<file path="config.mk">
export PLATFORM = sky130hd
export DESIGN_NAME = pcsi_core
export DESIGN_NICKNAME = d
export VERILOG_FILES = /design/src/logic/pcsi_pkg.sv /design/src/logic/pcsi_core.sv /design/src/logic/pcsi_stack.sv /design/src/logic/pcsi_indirect.sv
export VERILOG_INCLUDE_DIRS = /design/src /design/src/logic
export SDC_FILE = /design/constraint.sdc
export NUM_CORES = 1
export LEC_CHECK = 0
export BUFFER_PORTS_ARGS = -buffer_cell sky130_fd_sc_hd__buf_2
export CAP_MARGIN = 20
export CORE_MARGIN = 2
export CORE_UTILIZATION = 50
export DETAILED_ROUTE_END_ITERATION = 16
export PLACE_DENSITY = 0.78
export SLEW_MARGIN = 10
export SYNTH_ARGS = -nofsm -noshare
export SYNTH_HDL_FRONTEND = slang
export SYNTH_SLANG_ARGS = --single-unit
export TNS_END_PERCENT = 50
</file>
<file path="constraint.sdc">
create_clock -name mclk -period 2.9 [get_ports mclk]
set_input_delay 0.725 -clock mclk [delete_from_list [all_inputs] [get_ports mclk]]
set_output_delay 0.725 -clock mclk [all_outputs]
set_load 0.01 [all_outputs]
</file>
<file path="src/logic/pcsi_params.svh">
// What this block does
// - Keep a 13-bit program counter addressing the next instruction fetch.
// - Low counter byte is readable and writable as a register.
// - Counter bits 12..8 are loaded from the high latch on a low-byte write.
// - Address a contiguous 8K-word program space.
// - Call and jump take 11 bits plus latch bits 4..3 on top.
// - Returns reload the full counter from the stack top, no latch bits.
// - Stack holds 8 entries of 13 bits; its pointer is hidden.
// - Push the counter on call or on an interrupt branch.
// - Pop on return, return with literal, return from interrupt.
// - Pushes and pops leave the high latch unchanged.
// - Stack wraps circularly; ninth push overwrites the first, no overflow flag.
// - Indirect window access goes to the data-memory register the pointer addresses, never to a locally held one.
// - Reading the window with pointer zero returns zero.
// - Writing the window through itself stores nothing.
// - Indirect address is bank bit over the 8-bit pointer, 9 bits.
`ifndef PCSI_PARAMS_SVH
`define PCSI_PARAMS_SVH
`define PCSI_PC_W        13
`define PCSI_STACK_DEPTH 8
`define PCSI_LATCH_W     5
`define PCSI_TARGET_W    11
`define PCSI_PAGE_HI     4
`define PCSI_PAGE_LO     3
`define PCSI_ADDR_W      9
`define PCSI_WINDOW_ADDR 8'h00
`define PCSI_LOW_ADDR    8'h02
`define PCSI_PTR_ADDR    8'h04
`define PCSI_LATCH_ADDR  8'h0a
`define PCSI_STATUS_ADDR 8'h03
`define PCSI_BANK_BIT    7
`define PCSI_PC_RESET    13'h0000
`define PCSI_LATCH_RESET 5'h00
`define PCSI_PTR_RESET   8'h00
`endif

</file>
<file path="src/logic/pcsi_pkg.sv">
package pcsi_pkg;
  // Program-flow action requested by the decoder for one fetch
  typedef enum logic [5:0] {
    PCSI_ACT_NONE   = 6'b000001,
    PCSI_ACT_JUMP   = 6'b000010,
    PCSI_ACT_CALL   = 6'b000100,
    PCSI_ACT_RETURN = 6'b001000,
    PCSI_ACT_INTR   = 6'b010000,
    PCSI_ACT_HOLD   = 6'b100000
  } pcsi_act_e;

  // One flow request from the decoder
  typedef struct packed {
    logic        step;
    pcsi_act_e   act;
    logic [10:0] target;
    logic [12:0] vector;
  } pcsi_flow_s;

  // One data-space access from the decoder
  typedef struct packed {
    logic       rd;
    logic       wr;
    logic [7:0] addr;
    logic [7:0] wdata;
  } pcsi_data_s;

  // Resolved data-space access toward data memory
  typedef struct packed {
    logic       rd;
    logic       wr;
    logic [8:0] addr;
    logic [7:0] wdata;
  } pcsi_mem_s;
endpackage : pcsi_pkg

</file>
<file path="src/logic/pcsi_core.sv">
`timescale 1ns/10ps
`default_nettype none
`include "pcsi_params.svh"
module pcsi_core
  import pcsi_pkg::*;
(
  input  wire logic       mclk,
  input  wire logic       resetn,
  input  wire pcsi_flow_s flow,
  input  wire pcsi_data_s data,
  input  wire logic [7:0] data_rdata,
  input  wire logic [7:0] status_byte,
  output logic [12:0]     fetch_addr,
  output pcsi_mem_s       mem,
  output logic [7:0]      read_data,
  output logic            read_valid
);
  typedef struct packed {
    logic [12:0] program_counter;
    logic [4:0]  pc_high_latch;
    logic [7:0]  indirect_pointer;
    pcsi_mem_s   mem;
    logic [7:0]  read_data;
    logic        read_valid;
    logic        pend_rd;
    logic        pend_zero;
  } pcsi_core_s;

  pcsi_core_s st;
  pcsi_core_s next_st;
  logic       push;
  logic       pop;
  logic [12:0] stack_top;
  pcsi_mem_s  mem_req;
  logic       rd_zero;
  logic       wr_low;
  logic [7:0] local_rd;
  logic       local_hit;

  pcsi_stack #(
    .DEPTH (`PCSI_STACK_DEPTH),
    .WIDTH (`PCSI_PC_W)
  ) u_stack (
    .mclk      (mclk),
    .resetn    (resetn),
    .push      (push),
    .pop       (pop),
    .push_data (st.program_counter),
    .top       (stack_top)
  );

  pcsi_indirect u_ind (
    .bank_bit  (status_byte[`PCSI_BANK_BIT]),
    .pointer   (st.indirect_pointer),
    .req       (data),
    .mem       (mem_req),
    .read_zero (rd_zero)
  );

  // Stack control from the flow request
  always_comb begin
    push = flow.step && (flow.act == PCSI_ACT_CALL || flow.act == PCSI_ACT_INTR);
    pop  = flow.step && (flow.act == PCSI_ACT_RETURN);
  end

  // Registers held locally: low byte, latch, pointer
  always_comb begin
    wr_low    = data.wr && data.addr == `PCSI_LOW_ADDR;
    local_hit = 1'b1;
    local_rd  = 8'h00;
    if (data.addr == `PCSI_LOW_ADDR) begin
      local_rd = st.program_counter[7:0];
    end else if (data.addr == `PCSI_LATCH_ADDR) begin
      local_rd = {3'h0, st.pc_high_latch};
    end else if (data.addr == `PCSI_PTR_ADDR) begin
      local_rd = st.indirect_pointer;
    end else begin
      local_hit = 1'b0;
    end
  end

  // Next state of counter, latch, pointer and data path
  always_comb begin
    next_st = st;
    // Latch only changes by explicit write, never by stack use
    if (data.wr && data.addr == `PCSI_LATCH_ADDR) begin
      next_st.pc_high_latch = data.wdata[4:0];
    end
    if (data.wr && data.addr == `PCSI_PTR_ADDR) begin
      next_st.indirect_pointer = data.wdata;
    end
    if (wr_low) begin
      next_st.program_counter = {st.pc_high_latch, data.wdata};
    end else if (flow.step) begin
      case (flow.act)
        PCSI_ACT_JUMP, PCSI_ACT_CALL: begin
          next_st.program_counter = {st.pc_high_latch[`PCSI_PAGE_HI:`PCSI_PAGE_LO],
                                     flow.target};
        end
        PCSI_ACT_RETURN: begin
          next_st.program_counter = stack_top;
        end
        PCSI_ACT_INTR: begin
          next_st.program_counter = flow.vector;
        end
        PCSI_ACT_HOLD: begin
          next_st.program_counter = st.program_counter;
        end
        default: begin
          next_st.program_counter = 13'(st.program_counter + 1'b1);
        end
      endcase
    end
    // Local registers are not forwarded to data memory
    next_st.mem = mem_req;
    if (local_hit) begin
      next_st.mem.rd = 1'b0;
      next_st.mem.wr = 1'b0;
    end
    next_st.read_valid = 1'b0;
    next_st.read_data  = 8'h00;
    if (st.pend_rd) begin
      next_st.read_valid = 1'b1;
      next_st.read_data  = st.pend_zero ? 8'h00 : data_rdata;
    end
    next_st.pend_rd   = mem_req.rd && !local_hit || rd_zero;
    next_st.pend_zero = rd_zero;
    if (data.rd && local_hit) begin
      next_st.read_valid = 1'b1;
      next_st.read_data  = local_rd;
      next_st.pend_rd    = 1'b0;
    end
  end

  always_ff @(posedge mclk or negedge resetn) begin
    if (!resetn) begin
      st.program_counter  <= `PCSI_PC_RESET;
      st.pc_high_latch    <= `PCSI_LATCH_RESET;
      st.indirect_pointer <= `PCSI_PTR_RESET;
      st.mem              <= '0;
      st.read_data        <= 8'h00;
      st.read_valid       <= 1'b0;
      st.pend_rd          <= 1'b0;
      st.pend_zero        <= 1'b0;
    end else begin
      st <= next_st;
    end
  end

  assign fetch_addr = st.program_counter;
  assign mem        = st.mem;
  assign read_data  = st.read_data;
  assign read_valid = st.read_valid;
endmodule : pcsi_core
`default_nettype wire

</file>
<file path="src/logic/pcsi_stack.sv">
`timescale 1ns/10ps
`default_nettype none
`include "pcsi_params.svh"
module pcsi_stack
  import pcsi_pkg::*;
#(
  parameter int DEPTH = `PCSI_STACK_DEPTH,
  parameter int WIDTH = `PCSI_PC_W
) (
  input  wire logic             mclk,
  input  wire logic             resetn,
  input  wire logic             push,
  input  wire logic             pop,
  input  wire logic [WIDTH-1:0] push_data,
  output logic      [WIDTH-1:0] top
);
  localparam int PW = $clog2(DEPTH);

  typedef struct packed {
    logic [PW-1:0]             ptr;
    logic [DEPTH-1:0][WIDTH-1:0] mem;
  } pcsi_stk_s;

  pcsi_stk_s st;
  pcsi_stk_s next_st;

  // Top entry is the one below the write pointer
  assign top = st.mem[PW'(st.ptr - 1'b1)];

  // Circular pointer, no overflow or underflow indication
  always_comb begin
    next_st = st;
    if (push) begin
      next_st.mem[st.ptr] = push_data;
      next_st.ptr         = PW'(st.ptr + 1'b1);
    end else if (pop) begin
      next_st.ptr = PW'(st.ptr - 1'b1);
    end
  end

  always_ff @(posedge mclk or negedge resetn) begin
    if (!resetn) begin
      st <= '0;
    end else begin
      st <= next_st;
    end
  end
endmodule : pcsi_stack
`default_nettype wire

</file>
<file path="src/logic/pcsi_indirect.sv">
`timescale 1ns/10ps
`default_nettype none
`include "pcsi_params.svh"
module pcsi_indirect
  import pcsi_pkg::*;
(
  input  wire logic       bank_bit,
  input  wire logic [7:0] pointer,
  input  wire pcsi_data_s req,
  output pcsi_mem_s       mem,
  output logic            read_zero
);
  logic is_window;
  logic self_ref;

  // Redirect window accesses through the pointer
  always_comb begin
    is_window = (req.addr == `PCSI_WINDOW_ADDR);
    self_ref  = is_window && (pointer == `PCSI_WINDOW_ADDR);
    mem.wdata = req.wdata;
    if (is_window) begin
      mem.addr = {bank_bit, pointer};
    end else begin
      mem.addr = {1'b0, req.addr};
    end
    mem.rd    = req.rd && !self_ref;
    mem.wr    = req.wr && !self_ref;
    read_zero = req.rd && self_ref;
  end
endmodule : pcsi_indirect
`default_nettype wire

</file>
==> metrics.md <==
| Metric | Value |
|---|---|
| Vert. Die Dim | `132 µm` |
| R2R Path Start | `u_stack.st[105]` |
| Startpoint types | `flop` |
| RSZ-0062 raised after global routing | `false` |
| Syn avg cell area | `12.5 µm²` |
| Final Hold Vio Count | `0` |
| Min Hold Slack | `0.253 ns` |
| VDD IR max | `0.467 mV` |
| Hold-fix buffers, CTS | `0` |
| Commonest non-fill, non-tap cell in the layout | `dfrtp_1` |
| PwrDens | `735 nW/µm²` |
| Clk sinks | `163` |
| Seq cells post-synth | `163` |
| Fin. max-slew vios | `0` |
| CTS H-tree lvls | `4` |
| CTS buffer count | `17` |
| Synth top area share | `50.1%` |
| Setup TNS | `0 ns` |
| Post-CTS setup repair buffer count | `0` |
| Post-CTS Resized | `0` |
| Most frequent cells in the layout | `dfrtp_1, mux2_2, buf_2` |
| Share of cells above drive strength 1 | `44.4%` |
| Nets | `786` |
| FMAX | `409 MHz` |
| Die width | `132 µm` |
| Reg2Reg Capture Point | `fetch_addr[11]` |
| Top Ports | `108` |
| Setup crit end kind | `flop` |
| I/O Buffers | `100` |
| Hold Path Class | `in2async` |
| Slew @ Worst Pin | `0.958 ns` |
| HPWL Detailed | `13.8 mm` |
| Filler Cells Inserted | `1252` |
| CTS root buf | `clkbuf_16` |
| Vias per cell | `6.04` |
| Initial antenna violation count | `0` |
| Max Root-Sink Buffers | `2` |
| DR iter-0 viols | `413` |
| Final WL | `20.5 mm` |
| Predominant post-synthesis flop cell | `dfrtp_1` |
| Cell Count, Final, Fillers Out | `945` |
| Global route overflow | `0` |
| GRT Overall Usage | `24.5%` |
| Number of remaining DRC errors | `0` |
| Clock Latency Late Sink | `0.42 ns` |
| Ant diodes | `0` |
| Synth warn | `0` |
| Maximum capacitance violations | `0` |
| CTS clk-pin slew, worst paths | `0.06 ns` |
| # placed instances | `913` |
| Status | `complete, no violations` |
| Initial Util | `51.3%` |
| Req. time, crit path | `3.18 ns` |
| Sequential-to-total area share from yosys stat | `50.1%` |
| Syn Nets | `723` |
| Max FO, Critical Path | `27` |
| FFs w/ async S/R, synth | `100%` |
| Fin crit share | `84.3%` |
| Post-route ant nets | `0` |
| Die area | `17300 µm²` |
| R2R setup slack | `0.46 ns` |
| Slew margin rel. | `35.6%` |
| Layout area overhead | `15.4%` |
| Core area | `15900 µm²` |
| Final setup fails | `0` |
| Area contributors post-synth | `dfrtp_1, mux2_2, mux4_2, buf_4, mux2_4` |
| Crit path DAT | `2.73 ns` |
| Distinct cells, synth | `60` |
| Vias in the first global route | `6043` |
| Post-Syn Instances | `653` |
| First drt pass iteration count | `5` |
| Crit Path Category | `reg2reg` |
| EDFF count, synth | `0` |
| Total power | `6.91 mW` |
| Final min period | `2.44 ns` |
| Largest net degree at the start of global routing | `74` |
| Reg2Reg Depth | `8` |
| Row count | `46` |
| WL/cell | `21.7 µm` |
| CTS tree | `built` |
| First-pass GRT wire length | `32.9 mm` |
| Leakage | `4.46 nW` |
| Post-Syn Area | `8140 µm²` |
| RePlAce Congestion | `0.945` |
| Clock Skew | `0.00824 ns` |
| Via count | `5708` |
| Post-synth top area cell | `dfrtp_1` |
## per-stage QoR
stage / instance area (µm²) / util [%] / setup WS, ns
6_report: 9400 / 59.1 / 0.455
5_1_grt: 9400 / 59.1 / 0.278
4_1_cts: 9400 / 59.1 / 0.473
3_5_place_dp: 8760 / 55.2 / 0.0803
3_3_place_gp: 8760 / 55.2 / 0.146
2_1_floorplan: 8140 / - / 0.268
## power by group
group,leakage [nW],internal [mW],switching (mW)
clock network,0.307,1.46,0.915
registers,2.19,2.50,0.354
logic,1.97,0.724,0.962
total,4.46,4.68,2.23
## state kept, by name (all words and copies together), names as in the netlist
name,flops
read_data,8
st,15
fetch_addr,13
u_stack.st,107
mem,19
read_valid,1
## worst max-delay path: stages, from the launching register on
cell and delay [ns]:
dfrtp_1 0.49, inv_1 0.10, ha_1 0.43, buf_4 0.40
mux4_2 0.38, nand2_1 0.09, a21oi_1 0.07, a211oi_1 0.22
o211ai_1 0.11
## synthesized netlist by cell type (3+ instances only)
library cell	n
nor2b_1	6
buf_2	15
o31ai_1	7
or2_2	3
a21oi_1	13
inv_1	5
nor4b_1	3
o41ai_1	4
buf_1	4
mux2_4	10
mux4_2	22
a22oi_1	16
mux2i_1	3
nand4_1	7
nor2_1	25
mux2_2	112
xnor2_1	5
buf_4	43
a22o_1	9
a211oi_1	4
a21o_1	7
and3_1	4
nand2b_1	5
nor3_1	15
o21ai_0	12
xor2_1	9
a221o_1	4
a31oi_1	4
clkbuf_1	24
nand3_1	13
dfrtp_1	163
o22ai_1	3
ha_1	3
nand2_1	39
## area by class of cell
class / count / area (µm²) / share of cell area, %
flip-flops and latches: 163 / 4080 / 43.4
multi-input cells: 398 / 3540 / 37.7
repair buffers: 131 / 852 / 9.07
clock buffers: 22 / 484 / 5.15
well taps: 216 / 270 / 2.88
clock inverters: 10 / 146 / 1.56
inverters: 5 / 18.8 / 0.200
## cell families (layout without fill, tap and decap cells)
group,after synthesis,in the layout,share of synthesized area [%]
AOI/OAI and AO/OA,94,94,8.23
xor gates and xnor gates,14,14,1.51
adders and majority gates,3,3,0.461
buffers and inverters,92,168,6.54
DFF,163,163,50.1
muxes,147,147,23.8
and+or+nand+nor,140,140,9.39
## layer usage
metal	share of wire, %	track usage, %
met1	40	30.8
met5	0	0
met2	50	41.0
met3	6.5	4.78
met4	3.5	11.1
## worst max-delay path by stage
| stage | startpoint | end | slack, ns |
|---|---|---|---|
| 2_1_floorplan | data[8] | st[38] | 0.27 |
| 3_3_place_gp | flow[29] | fetch_addr[8] | 0.15 |
| 3_5_place_dp | flow[29] | fetch_addr[8] | 0.08 |
| 4_1_cts | u_stack.st[105] | fetch_addr[11] | 0.47 |
| 5_1_grt | u_stack.st[105] | fetch_addr[9] | 0.28 |
| 6_report | u_stack.st[105] | fetch_addr[11] | 0.46 |
Power figures use the tool's default switching activity.
